===== src/core/fhat_pkg.sv =====
// Constants shared by the host access timing port and its helpers
package fhat_pkg;
	// Data, wait and counter widths; FIFO depth
	localparam int DATA_W = 16;
	localparam int WAIT_W = 5;
	localparam int CNT_W = 6;
	localparam int FIFO_DEPTH = 16;

	// Synchroniser input bundle bit positions
	localparam int SY_AD_LSB = 0;
	localparam int SY_ACS = 16;
	localparam int SY_SCS = 17;
	localparam int SY_ADV = 18;
	localparam int SY_OE = 19;
	localparam int SY_WE = 20;
	localparam int SY_IFCLK = 21;
	localparam int SY_DMA = 22;
	localparam int SY_SRC = 23;
	localparam int SY_FRQ = 24;
	localparam int SY_W = 25;

	// Address layout of the latched multiplexed address
	localparam int ADDR_FIFO_BIT = 15;
	localparam int ADDR_WIDE_BIT = 14;
	localparam logic [15:0] WAIT_REG_ADDR = 16'h0010;

	// Reset values
	localparam logic [WAIT_W-1:0] WAIT_RST = 5'h00;
	localparam logic [DATA_W-1:0] DATA_RST = 16'h0000;

	// Core clock cycles from a pin edge to the cycle that acts on it
	localparam int SYNC_LAT = 3;

	// Total ready delays in core clocks, pin edge to ready high
	localparam int RD16_DLY = 7;
	localparam int RD32A_DLY = 6;
	localparam int RD32B_DLY = 3;
	localparam int RDFIFO_DLY = 4;
	localparam int WR16_DLY = 4;
	localparam int WR32A_DLY = 3;
	localparam int WR32B_DLY = 5;
	localparam int WRFIFO_DLY = 4;

	// Counter loads derived from the totals
	localparam logic [CNT_W-1:0] RD16_LD = CNT_W'(RD16_DLY - SYNC_LAT);
	localparam logic [CNT_W-1:0] RD32A_LD = CNT_W'(RD32A_DLY - SYNC_LAT);
	localparam logic [CNT_W-1:0] RD32B_LD = CNT_W'(RD32B_DLY - SYNC_LAT);
	localparam logic [CNT_W-1:0] RDFIFO_LD = CNT_W'(RDFIFO_DLY - SYNC_LAT);
	localparam logic [CNT_W-1:0] WR16_LD = CNT_W'(WR16_DLY - SYNC_LAT);
	localparam logic [CNT_W-1:0] WR32A_LD = CNT_W'(WR32A_DLY - SYNC_LAT);
	localparam logic [CNT_W-1:0] WR32B_LD = CNT_W'(WR32B_DLY - SYNC_LAT);
	localparam logic [CNT_W-1:0] WRFIFO_LD = CNT_W'(WRFIFO_DLY - SYNC_LAT);

	// Burst wait count: 0 or 1 give a single interface clock
	localparam logic [WAIT_W-1:0] WAIT_MIN_EFF = 5'h01;
	localparam logic [CNT_W-1:0] BURST_ONE = 6'h01;

	// Fastest interface clock the host may run, in picoseconds
	localparam int IFCLK_MIN_PERIOD_PS = 14800;

	// Nominal reference clocks, in kHz
	localparam int REFCLK_HIGH_KHZ = 38400;
	localparam int REFCLK_LOW_KHZ = 19200;

	// Core clock rate and strap capture delay
	localparam int CORE_CLK_KHZ = 20000;
	localparam logic [1:0] STRAP_WAIT = 2'h2;

	typedef enum logic [2:0] {
		FH_IDLE,
		FH_WAIT,
		FH_READY,
		FH_BWAIT,
		FH_BURST
	} fhat_state_t;
endpackage


===== src/core/fhat_sync.sv =====
// Two flip-flop synchroniser, one per bit
`timescale 1ns/100ps
`default_nettype none
module fhat_sync #(
	parameter int WIDTH = 1
) (
	input wire logic clk_in,
	input wire logic rst_n_in,
	input wire logic [WIDTH-1:0] async_in,
	output logic [WIDTH-1:0] sync_out
);
	logic [WIDTH-1:0] meta_q;

	// First stage feeds only the second stage
	genvar i;
	generate
		for (i = 0; i < WIDTH; i++) begin : g_bit
			always_ff @(posedge clk_in or negedge rst_n_in) begin
				if (!rst_n_in) begin
					meta_q[i] <= 1'b1;
					sync_out[i] <= 1'b1;
				end else begin
					meta_q[i] <= async_in[i];
					sync_out[i] <= meta_q[i];
				end
			end
		end
	endgenerate
endmodule
`default_nettype wire


===== src/core/fhat_fifo.sv =====
// Endpoint data FIFO with registered status flags
`timescale 1ns/100ps
`default_nettype none
module fhat_fifo #(
	parameter int WIDTH = 16,
	parameter int DEPTH = 16
) (
	input wire logic clk_in,
	input wire logic rst_n_in,
	input wire logic [WIDTH-1:0] in_data_in,
	input wire logic in_valid_in,
	output logic in_ready_out,
	output logic [WIDTH-1:0] out_data_out,
	output logic out_valid_out,
	input wire logic out_ready_in
);
	localparam int AW = $clog2(DEPTH);
	logic [WIDTH-1:0] mem_q [DEPTH];
	logic [AW-1:0] wr_ptr_q;
	logic [AW-1:0] rd_ptr_q;
	logic [AW:0] count_q;
	logic [AW:0] count_d;
	logic push;
	logic pop;
	logic [AW-1:0] rd_ptr_d;
	logic [WIDTH-1:0] head_q;

	// Handshakes only count when the flags allow them
	assign push = in_valid_in && in_ready_out;
	assign pop = out_ready_in && out_valid_out;
	assign out_data_out = head_q;
	assign rd_ptr_d = pop ? rd_ptr_q + 1'b1 : rd_ptr_q;

	always_comb begin
		count_d = count_q;
		if (push && !pop) begin
			count_d = count_q + 1'b1;
		end else if (pop && !push) begin
			count_d = count_q - 1'b1;
		end
	end

	// Storage has no reset; head word kept in a flop so reads leave a register
	always_ff @(posedge clk_in) begin
		if (push) begin
			mem_q[wr_ptr_q] <= in_data_in;
		end
		if (push && wr_ptr_q == rd_ptr_d) begin
			head_q <= in_data_in; // Word lands straight in the head slot
		end else begin
			head_q <= mem_q[rd_ptr_d];
		end
	end

	// Flags are registered so the outputs come from flops
	always_ff @(posedge clk_in or negedge rst_n_in) begin
		if (!rst_n_in) begin
			wr_ptr_q <= '0;
			rd_ptr_q <= '0;
			count_q <= '0;
			in_ready_out <= 1'b0;
			out_valid_out <= 1'b0;
		end else begin
			if (push) begin
				wr_ptr_q <= wr_ptr_q + 1'b1;
			end
			if (pop) begin
				rd_ptr_q <= rd_ptr_q + 1'b1;
			end
			count_q <= count_d;
			in_ready_out <= (count_d != (AW+1)'(DEPTH));
			out_valid_out <= (count_d != '0);
		end
	end
endmodule
`default_nettype wire


===== src/core/fhat_port.sv =====
// Flash-like host port: ready timing, burst pacing and reference strap capture
// Contract
// RQ1: Async 16-bit read: ready 6..8 clocks
// RQ2: Async 32-bit read: 5..7 then 2..4
// RQ3: Async FIFO read: ready 3..4 clocks; without DMA request the code uses the 7-clock 16-bit read timing
// RQ4: Async 16-bit write: ready 3..5 clocks
// RQ5: Async 32-bit write: 2..4 then 3..7
// RQ6: Async FIFO write: ready 3..4 clocks
// RQ7: Ready driven low while async select held
// RQ8: Sync select drives ready; data on interface clock
// RQ9: Burst delay follows wait count, 1..32 clocks
// RQ10: Non-DMA sync reads ignore wait count
// RQ11: DMA burst writes: wait count plus one; code gives one interface clock for a count of 1
// RQ12: Host interface clock period at least 14.8ns
// RQ13: Source strap low selects high reference clock
// RQ14: Both straps high select low reference clock
// RQ15: Straps captured at reset release, then frozen
// RQ16: Ready delays counted in free-running core clocks
// RQ17: Registers only under async select; FIFO either
// RQ18: Address latched on address-valid rising edge
`timescale 1ns/100ps
`default_nettype none
module fhat_port (
	input wire logic core_clk_in,
	input wire logic rst_n_in,
	input wire logic async_cs_n_in,
	input wire logic sync_cs_n_in,
	input wire logic addr_valid_n_in,
	input wire logic output_enable_n_in,
	input wire logic write_enable_n_in,
	input wire logic if_clk_in,
	input wire logic dma_request_in,
	input wire logic [15:0] ad_in,
	output logic [15:0] ad_out,
	output logic [15:0] ad_oe_out,
	output logic access_ready_out,
	output logic access_ready_oe_out,
	input wire logic refclk_source_strap_in,
	input wire logic refclk_freq_strap_in,
	output logic refclk_use_high_out,
	output logic refclk_use_low_out,
	output logic refclk_sel_valid_out,
	input wire logic [15:0] rx_data_in,
	input wire logic rx_valid_in,
	output logic rx_ready_out,
	output logic [15:0] tx_data_out,
	output logic tx_valid_out,
	output logic [4:0] burst_wait_count_out
);
	logic [fhat_pkg::SY_W-1:0] pins_raw;
	logic [fhat_pkg::SY_W-1:0] pins_s;
	logic [15:0] ad_s;
	logic acs_s, scs_s, adv_s, oe_s, we_s, ifclk_s, dma_s;
	logic adv_prev_q, oe_prev_q, we_prev_q, ifclk_prev_q;
	logic adv_rise, oe_fall, we_fall, ifclk_rise;
	logic sel_async, sel_sync, sel_any;
	fhat_pkg::fhat_state_t st_q;
	logic [15:0] addr_q;
	logic half_q;
	logic is_rd_q;
	logic is_fifo_q;
	logic [fhat_pkg::CNT_W-1:0] cnt_q;
	logic [fhat_pkg::CNT_W-1:0] async_ld;
	logic [fhat_pkg::CNT_W-1:0] burst_ld;
	logic addr_fifo, addr_wide, start_rd;
	logic fifo_valid;
	logic [15:0] fifo_data;
	logic pop_q;
	logic [15:0] reg_rdata;
	logic [1:0] strap_cnt_q;
	logic strap_done_q;

	// Every pin passes two flops before any logic reads it
	assign pins_raw = {refclk_freq_strap_in, refclk_source_strap_in, dma_request_in,
		if_clk_in, write_enable_n_in, output_enable_n_in, addr_valid_n_in,
		sync_cs_n_in, async_cs_n_in, ad_in};

	fhat_sync #(
		.WIDTH(fhat_pkg::SY_W)
	) u_sync (
		.clk_in(core_clk_in),
		.rst_n_in(rst_n_in),
		.async_in(pins_raw),
		.sync_out(pins_s)
	);

	assign ad_s = pins_s[fhat_pkg::SY_AD_LSB +: 16];
	assign acs_s = pins_s[fhat_pkg::SY_ACS];
	assign scs_s = pins_s[fhat_pkg::SY_SCS];
	assign adv_s = pins_s[fhat_pkg::SY_ADV];
	assign oe_s = pins_s[fhat_pkg::SY_OE];
	assign we_s = pins_s[fhat_pkg::SY_WE];
	assign ifclk_s = pins_s[fhat_pkg::SY_IFCLK];
	assign dma_s = pins_s[fhat_pkg::SY_DMA];

	// Edge history of the synchronised controls
	always_ff @(posedge core_clk_in or negedge rst_n_in) begin
		if (!rst_n_in) begin
			adv_prev_q <= 1'b1;
			oe_prev_q <= 1'b1;
			we_prev_q <= 1'b1;
			ifclk_prev_q <= 1'b1; // Synchroniser resets high; avoids a false rise
		end else begin
			adv_prev_q <= adv_s;
			oe_prev_q <= oe_s;
			we_prev_q <= we_s;
			ifclk_prev_q <= ifclk_s;
		end
	end

	// Edge detectors and select decode; async select wins if both are low
	assign adv_rise = adv_s && !adv_prev_q;
	assign oe_fall = !oe_s && oe_prev_q;
	assign we_fall = !we_s && we_prev_q;
	assign ifclk_rise = ifclk_s && !ifclk_prev_q; // RQ12
	assign sel_async = !acs_s;
	assign sel_sync = !scs_s && acs_s;
	assign sel_any = sel_async || sel_sync;

	// Address latch and half-word tracking for 32-bit registers
	always_ff @(posedge core_clk_in or negedge rst_n_in) begin
		if (!rst_n_in) begin
			addr_q <= fhat_pkg::DATA_RST;
			half_q <= 1'b0;
		end else if (sel_any && adv_rise) begin
			addr_q <= ad_s; // RQ18
			half_q <= 1'b0;
		end else if (st_q == fhat_pkg::FH_READY && oe_s && we_s && !is_fifo_q) begin
			half_q <= addr_q[fhat_pkg::ADDR_WIDE_BIT] && !half_q;
		end
	end

	assign addr_fifo = addr_q[fhat_pkg::ADDR_FIFO_BIT];
	assign addr_wide = addr_q[fhat_pkg::ADDR_WIDE_BIT];
	assign start_rd = oe_fall;

	// Counter load for one asynchronous half-word access
	always_comb begin
		async_ld = fhat_pkg::RD16_LD; // RQ1
		if (start_rd) begin
			if (addr_fifo && dma_s) begin
				async_ld = fhat_pkg::RDFIFO_LD; // RQ3
			end else if (addr_wide && !addr_fifo) begin
				async_ld = half_q ? fhat_pkg::RD32B_LD : fhat_pkg::RD32A_LD; // RQ2
			end else begin
				async_ld = fhat_pkg::RD16_LD; // RQ1
			end
		end else begin
			if (addr_fifo && dma_s) begin
				async_ld = fhat_pkg::WRFIFO_LD; // RQ6
			end else if (addr_wide && !addr_fifo) begin
				async_ld = half_q ? fhat_pkg::WR32B_LD : fhat_pkg::WR32A_LD; // RQ5
			end else begin
				async_ld = fhat_pkg::WR16_LD; // RQ4
			end
		end
	end

	// Interface clocks before the first burst word
	always_comb begin
		burst_ld = fhat_pkg::BURST_ONE;
		if (dma_s && burst_wait_count_out > fhat_pkg::WAIT_MIN_EFF) begin
			burst_ld = {1'b0, burst_wait_count_out} + 1'b1; // RQ9 RQ11
		end else if (!dma_s) begin
			burst_ld = fhat_pkg::BURST_ONE; // RQ10
		end
	end

	// Register read data: the wait count in the low half only
	assign reg_rdata = (addr_q == fhat_pkg::WAIT_REG_ADDR && !half_q) ?
		{11'h000, burst_wait_count_out} : fhat_pkg::DATA_RST;

	// Access sequencer; async delays count core clocks, which never stop; burst waits count interface clocks
	always_ff @(posedge core_clk_in or negedge rst_n_in) begin
		if (!rst_n_in) begin
			st_q <= fhat_pkg::FH_IDLE;
			cnt_q <= '0;
			is_rd_q <= 1'b0;
			is_fifo_q <= 1'b0;
		end else begin
			case (st_q)
				fhat_pkg::FH_IDLE: begin
					if (sel_async && (oe_fall || we_fall)) begin
						is_rd_q <= oe_fall;
						is_fifo_q <= addr_fifo;
						if (async_ld == '0) begin
							st_q <= fhat_pkg::FH_READY;
						end else begin
							cnt_q <= async_ld - 1'b1; // RQ16
							st_q <= fhat_pkg::FH_WAIT;
						end
					end else if (sel_sync && addr_fifo && (oe_fall || we_fall)) begin
						is_rd_q <= oe_fall; // RQ17
						is_fifo_q <= 1'b1;
						cnt_q <= burst_ld;
						st_q <= fhat_pkg::FH_BWAIT;
					end
				end
				fhat_pkg::FH_WAIT: begin
					if (!sel_async) begin
						st_q <= fhat_pkg::FH_IDLE;
					end else if (cnt_q != '0) begin
						cnt_q <= cnt_q - 1'b1;
					end else if (!(is_rd_q && is_fifo_q) || fifo_valid) begin
						st_q <= fhat_pkg::FH_READY;
					end
				end
				fhat_pkg::FH_READY: begin
					if (!sel_async || (oe_s && we_s)) begin
						st_q <= fhat_pkg::FH_IDLE;
					end
				end
				fhat_pkg::FH_BWAIT: begin
					if (!sel_sync) begin
						st_q <= fhat_pkg::FH_IDLE;
					end else if (ifclk_rise) begin
						cnt_q <= cnt_q - 1'b1;
						if (cnt_q == fhat_pkg::BURST_ONE) begin
							st_q <= fhat_pkg::FH_BURST; // RQ9
						end
					end
				end
				fhat_pkg::FH_BURST: begin
					if (!sel_sync || (oe_s && we_s)) begin
						st_q <= fhat_pkg::FH_IDLE;
					end
				end
				default: begin
					st_q <= fhat_pkg::FH_IDLE;
				end
			endcase
		end
	end

	// Ready pin: driven only while selected, high once data is due
	always_ff @(posedge core_clk_in or negedge rst_n_in) begin
		if (!rst_n_in) begin
			access_ready_oe_out <= 1'b0;
			access_ready_out <= 1'b0;
		end else begin
			access_ready_oe_out <= sel_any; // RQ7 RQ8
			if (!sel_any) begin
				access_ready_out <= 1'b0; // RQ7
			end else if (st_q == fhat_pkg::FH_IDLE && sel_async && (oe_fall || we_fall)) begin
				access_ready_out <= (async_ld == '0);
			end else if (st_q == fhat_pkg::FH_WAIT && sel_async && cnt_q == '0) begin
				access_ready_out <= !(is_rd_q && is_fifo_q) || fifo_valid; // RQ1 RQ4
			end else if (st_q == fhat_pkg::FH_BWAIT && ifclk_rise) begin
				access_ready_out <= (cnt_q == fhat_pkg::BURST_ONE); // RQ8
			end else if (st_q == fhat_pkg::FH_BURST && ifclk_rise) begin
				access_ready_out <= !is_rd_q || fifo_valid;
			end else if (st_q == fhat_pkg::FH_IDLE || st_q == fhat_pkg::FH_WAIT) begin
				access_ready_out <= 1'b0;
			end else if (st_q == fhat_pkg::FH_READY && oe_s && we_s) begin
				access_ready_out <= 1'b0;
			end
		end
	end

	// Read data driven while output enable is low during a read
	always_ff @(posedge core_clk_in or negedge rst_n_in) begin
		if (!rst_n_in) begin
			ad_out <= fhat_pkg::DATA_RST;
			ad_oe_out <= '0;
			pop_q <= 1'b0;
		end else begin
			pop_q <= 1'b0;
			if (oe_s || !sel_any) begin
				ad_oe_out <= '0;
			end else if (st_q == fhat_pkg::FH_WAIT && is_rd_q && cnt_q == '0) begin
				if (!is_fifo_q) begin
					ad_out <= reg_rdata;
					ad_oe_out <= '1;
				end else if (fifo_valid) begin
					ad_out <= fifo_data; // RQ3
					ad_oe_out <= '1;
					pop_q <= 1'b1;
				end
			end else if (st_q == fhat_pkg::FH_IDLE && sel_async && oe_fall && async_ld == '0) begin
				ad_out <= reg_rdata; // RQ2
				ad_oe_out <= '1;
			end else if (is_rd_q && ifclk_rise && fifo_valid && ((st_q == fhat_pkg::FH_BWAIT
				&& cnt_q == fhat_pkg::BURST_ONE) || st_q == fhat_pkg::FH_BURST)) begin
				ad_out <= fifo_data; // RQ8
				ad_oe_out <= '1;
				pop_q <= 1'b1;
			end
		end
	end

	// Write capture: wait count register or FIFO data out
	always_ff @(posedge core_clk_in or negedge rst_n_in) begin
		if (!rst_n_in) begin
			burst_wait_count_out <= fhat_pkg::WAIT_RST;
			tx_data_out <= fhat_pkg::DATA_RST;
			tx_valid_out <= 1'b0;
		end else begin
			tx_valid_out <= 1'b0;
			if (st_q == fhat_pkg::FH_WAIT && !is_rd_q && cnt_q == '0 && sel_async) begin
				if (is_fifo_q) begin
					tx_data_out <= ad_s; // RQ6
					tx_valid_out <= 1'b1;
				end else if (addr_q == fhat_pkg::WAIT_REG_ADDR && !half_q) begin
					burst_wait_count_out <= ad_s[fhat_pkg::WAIT_W-1:0]; // RQ17
				end
			end else if (st_q == fhat_pkg::FH_BURST && !is_rd_q && ifclk_rise && sel_sync) begin
				tx_data_out <= ad_s; // RQ11
				tx_valid_out <= 1'b1;
			end
		end
	end

	// Receive stream buffered for host reads; empty FIFO stalls ready, except on the first word of a sync burst
	fhat_fifo #(
		.WIDTH(fhat_pkg::DATA_W),
		.DEPTH(fhat_pkg::FIFO_DEPTH)
	) u_fifo (
		.clk_in(core_clk_in),
		.rst_n_in(rst_n_in),
		.in_data_in(rx_data_in),
		.in_valid_in(rx_valid_in),
		.in_ready_out(rx_ready_out),
		.out_data_out(fifo_data),
		.out_valid_out(fifo_valid),
		.out_ready_in(pop_q)
	);

	// Straps settle through the synchroniser, then are frozen
	always_ff @(posedge core_clk_in or negedge rst_n_in) begin
		if (!rst_n_in) begin
			strap_cnt_q <= 2'h0;
			strap_done_q <= 1'b0;
			refclk_use_high_out <= 1'b0;
			refclk_use_low_out <= 1'b0;
			refclk_sel_valid_out <= 1'b0;
		end else if (!strap_done_q) begin
			if (strap_cnt_q == fhat_pkg::STRAP_WAIT) begin
				strap_done_q <= 1'b1; // RQ15
				refclk_use_high_out <= !pins_s[fhat_pkg::SY_SRC]; // RQ13
				refclk_use_low_out <= pins_s[fhat_pkg::SY_SRC] && pins_s[fhat_pkg::SY_FRQ]; // RQ14
				refclk_sel_valid_out <= !pins_s[fhat_pkg::SY_SRC] || pins_s[fhat_pkg::SY_FRQ];
			end else begin
				strap_cnt_q <= strap_cnt_q + 1'b1;
			end
		end
	end
endmodule
`default_nettype wire


===== config.mk =====
export PLATFORM = sky130hd
export DESIGN_NAME = fhat_port
export DESIGN_NICKNAME = d
export VERILOG_FILES = /design/src/core/fhat_pkg.sv /design/src/core/fhat_sync.sv /design/src/core/fhat_fifo.sv /design/src/core/fhat_port.sv
export SDC_FILE = /design/constraint.sdc
export NUM_CORES = 1
export LEC_CHECK = 0
export BUFFER_PORTS_ARGS = -buffer_cell sky130_fd_sc_hd__buf_2
export CORE_ASPECT_RATIO = 0.5
export CORE_UTILIZATION = 60
export CTS_BUF_LIST = sky130_fd_sc_hd__clkbuf_8 sky130_fd_sc_hd__clkbuf_16
export CTS_CLUSTER_SIZE = 25
export DETAILED_ROUTE_END_ITERATION = 10
export GPL_TIMING_DRIVEN = 0
export PLACE_DENSITY = 0.79
export SLEW_MARGIN = 0
export SYNTH_ARGS = -nofsm -noshare
export SYNTH_HDL_FRONTEND = slang
export SYNTH_SLANG_ARGS = --single-unit

===== constraint.sdc =====
create_clock -name core_clk_in -period 7.7 [get_ports core_clk_in]
set_clock_uncertainty 0.1 [all_clocks]
set_input_delay 0.77 -clock core_clk_in [delete_from_list [all_inputs] [get_ports core_clk_in]]
set_output_delay 0.77 -clock core_clk_in [all_outputs]
set_load 0.03 [all_outputs]

-- Yosys cells after proc, flatten, opt, wreduce, memory -nomap -nowiden
Memory sizes are Yosys's and may differ from the RTL's. A register that Yosys moved wholly into a read port is not among the register bits.
Cells that the tools add are included.
- muxes and demuxes: 72
- add/subtract/negate cells: 8
- reduce and logical (&&, ||, !) cells: 90
- bitwise operators: 4
- magnitude comparators: 1
- equal/unequal tests: 24
- operator list (operator ; count):
    16-bit two-way mux ; 14
    6-bit two-way mux ; 9
    1-bit logical AND ; 44
    3-bit two-way mux ; 12
    1-bit two-way mux ; 26
    6-bit case mux with 3 select lines ; 1
    16-bit by 5-bit equality test with 1-bit output (second input constant) ; 1
    1-bit logical NOT ; 16
    5-bit two-way mux ; 3
    3-bit case mux with 5 select lines ; 1
    2-bit != test (second input constant) ; 7
    7-bit AND reduction ; 2
    6-bit logical NOT ; 2
    6-bit by 1-bit subtractor with 6-bit output (second input constant) ; 2
    1-bit logical OR ; 10
    2-bit two-way mux ; 5
    2-bit AND reduction ; 5
    3-bit by 2-bit != test with 1-bit output (second input constant) ; 3
    3-bit != test (second input constant) ; 3
    4-bit by 1-bit adder with 4-bit output (second input constant) ; 2
    7-bit by 1-bit != test with 1-bit output (second input constant) ; 1
    5-bit by 1-bit adder with 6-bit output (second input constant) ; 1
    3-bit by 2-bit equality test with 1-bit output (second input constant) ; 2
    6-bit by 1-bit equality test with 1-bit output (second input constant) ; 1
    19 further kinds ; 26
- bits in registers: 160
- memories: 1
- bits of input ports: 44
- bits in writable memories: 256
- logic and storage cells: 278
- memories (name ; words ; bits a word ; read ports ; clocked after Yosys merged registers in ; write ports ; line ; source):
    u_fifo.mem_q ; 16 ; 16 ; 1 ; 1 ; 1 ; fhat_fifo.sv:18 ; logic [WIDTH-1:0] mem_q [DEPTH];

-- Depth between registers and ports, before layout
- word-level depth: 10
- mapped depth: 12
- gate-level depth less buffers: 10

-- Hierarchy
Synthesis repeated with hierarchy kept, for this count alone.
- cells, all modules: 912
- area total of the unflattened synthesis: 16190.5 µm²
- modules (own cells, without submodules) (module ; cells each ; times used ; seq. area each (µm²) ; area each (µm²)):
    fhat_fifo ; 450 ; 1 ; 8142.8 ; 10737.8
    fhat_port ; 412 ; 1 ; 2006.9 ; 4139.0
    fhat_sync ; 50 ; 1 ; 1313.8 ; 1313.8

-- Worst setup path before layout
OpenSTA, ideal clock, no wires.
- kind: in2reg
- start: in rx_valid_in
- end: mem u_fifo.mem_q[3][0] (enable)
- required time: 7191 ps
- slack: 4738 ps
- stages: 4
- buffers on the path: 1
- library setup time: 409 ps
- data arrival time: 2453 ps
- cell sequence: and2_1 -> clkbuf_1 -> nand2_1 -> nor3_1
- cells in the longest elaborated chain, start to end: 3
- RTL lines (what ; line ; source):
    start: declaration ; fhat_port.sv:44 ; input wire logic rx_valid_in,
    1-bit logical AND ; fhat_fifo.sv:29 ; assign push = in_valid_in && in_ready_out;
    1-bit two-way mux ; fhat_fifo.sv:45 ; if (push) begin
    1-bit two-way mux (not written as such) ; fhat_fifo.sv:46 ; mem_q[wr_ptr_q] <= in_data_in;
    end: declaration ; fhat_fifo.sv:18 ;
Every way passes these cells.

-- Final worst setup path
- start: reg oe_prev_q
- end: reg ad_out[12]
- cells in the longest elaborated chain, start to end: 6
- elaborated cells between the ends (all ways): 9
- RTL lines (what ; line ; source):
    start: declaration ; fhat_port.sv:54 ; logic adv_prev_q, oe_prev_q, we_prev_q, ifclk_prev_q;
    start signal: assignment ; fhat_port.sv:105 ; oe_prev_q <= oe_s;
    1-bit logical AND * ; fhat_port.sv:113 ; assign oe_fall = !oe_s && oe_prev_q;
    6-bit two-way mux ; fhat_port.sv:140 ; if (start_rd) begin
    6-bit logical NOT ; fhat_port.sv:279 ; end else if (st_q == fhat_pkg::FH_IDLE && sel_async && oe_fall && async_ld == '0) begin
    1-bit logical AND * ; fhat_port.sv:279 ;
    3-bit nonzero test (no line) / 16-bit two-way mux (equally long branches) ; n/a ;
    3-bit AND reduction (no line) / 16-bit two-way mux (equally long branches) ; n/a ;
    end signal: assignment ; fhat_port.sv:275 ; ad_out <= fifo_data;
    end signal: assignment ; fhat_port.sv:280 ; ad_out <= reg_rdata;
    end signal: assignment ; fhat_port.sv:284 ; ad_out <= fifo_data;
    end: declaration ; fhat_port.sv:34 ; output logic [15:0] ad_out,
Mark *: on every way between the ends. The rest lies on a longest branch, timed or not.
A chain may end at the register's enable or synchronous reset.

==> impl_metrics.json <==
{
  "vias_in_the_first_global_route": 9125,
  "final_cell_mix": "sky130_fd_sc_hd__edfxtp_1 (256), sky130_fd_sc_hd__buf_2 (113), sky130_fd_sc_hd__nand2_1 (99)",
  "synth.top_cell.area_share": 0.486,
  "worst_slack_ps": 4560,
  "num_io_pins": 104,
  "ys.warnings.count": 0,
  "die_h_um": 117,
  "grt_first_pass_wirelength_mm": 54.5,
  "outcome": "finished clean",
  "coreArea_um2": 25500,
  "total_routing_usage_gr": 0.280,
  "min_period_over_period": 0.407,
  "drtIter0Drc": 986,
  "synth_edf_count": 256,
  "ff2ff_path_depth": 10,
  "fraction_of_layout_instances_using_a_drive_strength_above_1": 0.352,
  "slew_headroom": 0.320,
  "critical_path_arrival_ps": 3390,
  "met2_length_mm": 18.1,
  "drc": 0,
  "yosysTopAreaCell": "sky130_fd_sc_hd__edfxtp_1",
  "ys_async_sr_fraction": 0.358,
  "route.vias.total": 9090,
  "global_route.overflow_total": 0,
  "cts-hold-fix-buffers": 0,
  "ctsResizeCount": 0,
  "initial_antenna_violation_count": 0,
  "mappedNetlistArea_um2": 15800,
  "final_common_cell": "sky130_fd_sc_hd__edfxtp_1",
  "synth_cell_types": 61,
  "grt_max_degree": 103,
  "synth_seq_cells": 405,
  "numCtsBuffers": 34,
  "synth_flop_cell": "sky130_fd_sc_hd__edfxtp_1",
  "grt_setup_unrepaired": "false",
  "route.final.wire_length_mm": 36.9,
  "hp-class": "input port to asynchronous set/reset pin",
  "setup.worst_path.end_class": "flop",
  "gp_congestion": 0.912,
  "total_leakage_power_nw": 6.90,
  "routed_via_density": 6.24,
  "cts_tree": "built",
  "start_kind": "flop",
  "synth_fp_nets": 988,
  "netlist_instances": 928,
  "synth_seq_area_share": 0.724,
  "max_cap_violations": 0,
  "finalWorstPathRequiredPeriod_ps": 3140,
  "layout.cell_area.non_filler_um2": 18400,
  "worst_slack_after_detailed_placement_ps": 4630,
  "finalHoldViolations": 0,
  "design.final.nets": 1146,
  "clock_tree.root_cell": "sky130_fd_sc_hd__clkbuf_16",
  "regToRegEndpoint": "ad_out[12]",
  "cp.required_ps": 7960,
  "cellPowerDensity_nw_per_um2": 293,
  "num-fill-cells": 1492,
  "clock-sinks": 405,
  "routed.top_layer": "met4",
  "postRouteAntennaNets": 0,
  "fp-row-count": 41,
  "slew_viol_final": 0,
  "setup.reg_to_reg.worst_slack_ps": 4560,
  "synth_area_leaders": "sky130_fd_sc_hd__edfxtp_1 (49%), sky130_fd_sc_hd__dfrtp_1 (14%), sky130_fd_sc_hd__mux4_2 (11%), sky130_fd_sc_hd__dfstp_2 (9.0%), sky130_fd_sc_hd__nand2_1 (2.3%)",
  "die_w_um": 232,
  "worst-setup-path-type": "flop to flop",
  "clkSlewWorstSetupHoldPaths_ps": 70,
  "htree_num_levels": 2,
  "flow.area_growth_from_synthesis_pct": 16.2,
  "r2r-start": "oe_prev_q",
  "drt-pass1-iter-count": 5,
  "postCtsSetupRepairBufs": 0,
  "hpwlAfterDp_mm": 22.6,
  "starting_density_of_the_core": 0.620,
  "place_area_um2": 17200,
  "final.setup.tns_ps": 0,
  "power.ir.vdd_worst_mv": 0.140,
  "io_buffer_count": 103,
  "synthesis.area_per_instance_um2": 17.1,
  "setup_viol": 0,
  "crit_fanout": 10,
  "met3WireLength_mm": 3.03,
  "wire_per_inst_um": 25.3,
  "worstMarginPinSlew_ps": 1010,
  "clock_path_buffers": 3,
  "max_clock_freq_mhz": 319,
  "drt-met1-wl_mm": 14.4,
  "fp.dieArea_um2": 27100,
  "clock_latency_ps": 520
}
==> metrics by stage <==
step / total power (W) / utilization / std cells / hold slack (ps)
CTS: 0.00540 / 0.720 / 1455 / 75.4
floorplan: 0.00320 / - / 928 / 245
global route: 0.00557 / 0.720 / 1455 / 83.9
global placement: 0.00341 / 0.657 / 1375 / 246
finish: 0.00540 / 0.720 / 1456 / 72.1
detailed placement: 0.00354 / 0.673 / 1394 / 247
==> power by group <==
group          switching, W  total, W  internal (W)
combinational      0.000537  0.000834      0.000296
sequential         0.000135   0.00271       0.00257
clock              0.000783   0.00186       0.00108
==> flip-flops by register name, indices dropped and copies added, names as in the netlist, 2 cells and up, named ones only <==
register / cells
strap_cnt_q: 2
cnt_q: 6
ad_out: 16
addr_q: 16
u_fifo.mem_q: 256
u_sync.sync_out: 25
u_sync.meta_q: 25
tx_data_out: 16
burst_wait_count_out: 5
u_fifo.count_q: 5
u_fifo.rd_ptr_q: 4
st_q: 3
u_fifo.wr_ptr_q: 4
==> kinds of logic (layout without fill, tap and decap cells) <==
logic type | after synthesis | count (layout) | synth area share
buf+inv | 79 | 262 | 0.0254
other cells | 0 | 1 | 0
simple gates | 216 | 216 | 0.0639
fa+ha+maj | 16 | 16 | 0.0126
mux | 105 | 105 | 0.128
flops | 405 | 405 | 0.724
xor+xnor | 15 | 15 | 0.00830
compound gates | 92 | 92 | 0.0380
==> how the worst max path moves through the flow <==
stage / start / endpoint / slack (ps) / depth (start not counted)
after floorplan: rx_valid_in / u_fifo.mem_q[3][0] / 4740 / 4
after global placement: rx_valid_in / u_fifo.mem_q[1][9] / 3300 / 5
after detailed placement: oe_prev_q / ad_out[12] / 4630 / 10
after CTS: oe_prev_q / ad_out[12] / 4560 / 10
after global routing: oe_prev_q / ad_out[12] / 4430 / 10
final: oe_prev_q / ad_out[12] / 4560 / 10
==> final cells by class <==
class                           count  area (um2)  area share
Inverter                           27         101     0.00551
Sequential cell                   405       11500       0.623
Clock buffer                       38         928      0.0505
Buffer                             52         300      0.0163
Tap cell                          344         430      0.0234
Timing Repair Buffer              122         885      0.0481
Multi-Input combinational cell    444        4020       0.218
Antenna cell                        1        2.50    0.000136
Clock inverter                     23         274      0.0149
==> worst max-delay path: stages, from the launching register on <==
cell and delay, ps:
sky130_fd_sc_hd__dfstp_2 520, sky130_fd_sc_hd__nand2b_1 50, sky130_fd_sc_hd__clkbuf_2 170, sky130_fd_sc_hd__o21ai_0 190, sky130_fd_sc_hd__o221a_2 240, sky130_fd_sc_hd__ha_1 170
sky130_fd_sc_hd__o211ai_1 140, sky130_fd_sc_hd__or2_2 350, sky130_fd_sc_hd__nand3b_1 150, sky130_fd_sc_hd__clkbuf_1 650, sky130_fd_sc_hd__o21ai_0 260
==> metal layers <==
| metal | up-vias | GRT usage |
|---|---|---|
| met2 | 516 | 0.464 |
| li1 | 3816 | - |
| met4 | 0 | 0.115 |
| met5 | - | 0 |
| met1 | 4655 | 0.364 |
| met3 | 103 | 0.0690 |
==> synth_stat cells, types with 3 or more instances <==
cell                       count
sky130_fd_sc_hd__mux2_2       24
sky130_fd_sc_hd__and2_1        3
sky130_fd_sc_hd__clkbuf_1     18
sky130_fd_sc_hd__o221ai_1      3
sky130_fd_sc_hd__nand4_1       6
sky130_fd_sc_hd__dfstp_2      54
sky130_fd_sc_hd__inv_1        26
sky130_fd_sc_hd__o211ai_1      3
sky130_fd_sc_hd__nor2b_1       9
sky130_fd_sc_hd__o21ai_0      31
sky130_fd_sc_hd__nor4_1        3
sky130_fd_sc_hd__nor3_1       13
sky130_fd_sc_hd__o31ai_1       3
sky130_fd_sc_hd__a21oi_1      18
sky130_fd_sc_hd__buf_4        18
sky130_fd_sc_hd__buf_2        11
sky130_fd_sc_hd__nand3_1      14
sky130_fd_sc_hd__nand3b_1      3
sky130_fd_sc_hd__a211oi_1      6
sky130_fd_sc_hd__a221oi_1      5
sky130_fd_sc_hd__a22oi_1       3
sky130_fd_sc_hd__buf_6         3
sky130_fd_sc_hd__nand2_1      99
sky130_fd_sc_hd__xor2_1        3
sky130_fd_sc_hd__edfxtp_1    256
sky130_fd_sc_hd__or2_2         4
sky130_fd_sc_hd__mux4_2       75
sky130_fd_sc_hd__xnor2_1      12
sky130_fd_sc_hd__nor2_1       42
sky130_fd_sc_hd__dfxtp_1       4
sky130_fd_sc_hd__nand2b_1     10
sky130_fd_sc_hd__dfrtp_1      91
sky130_fd_sc_hd__ha_1         16
sky130_fd_sc_hd__mux2i_1       6
Power figures use the tool's default switching activity.
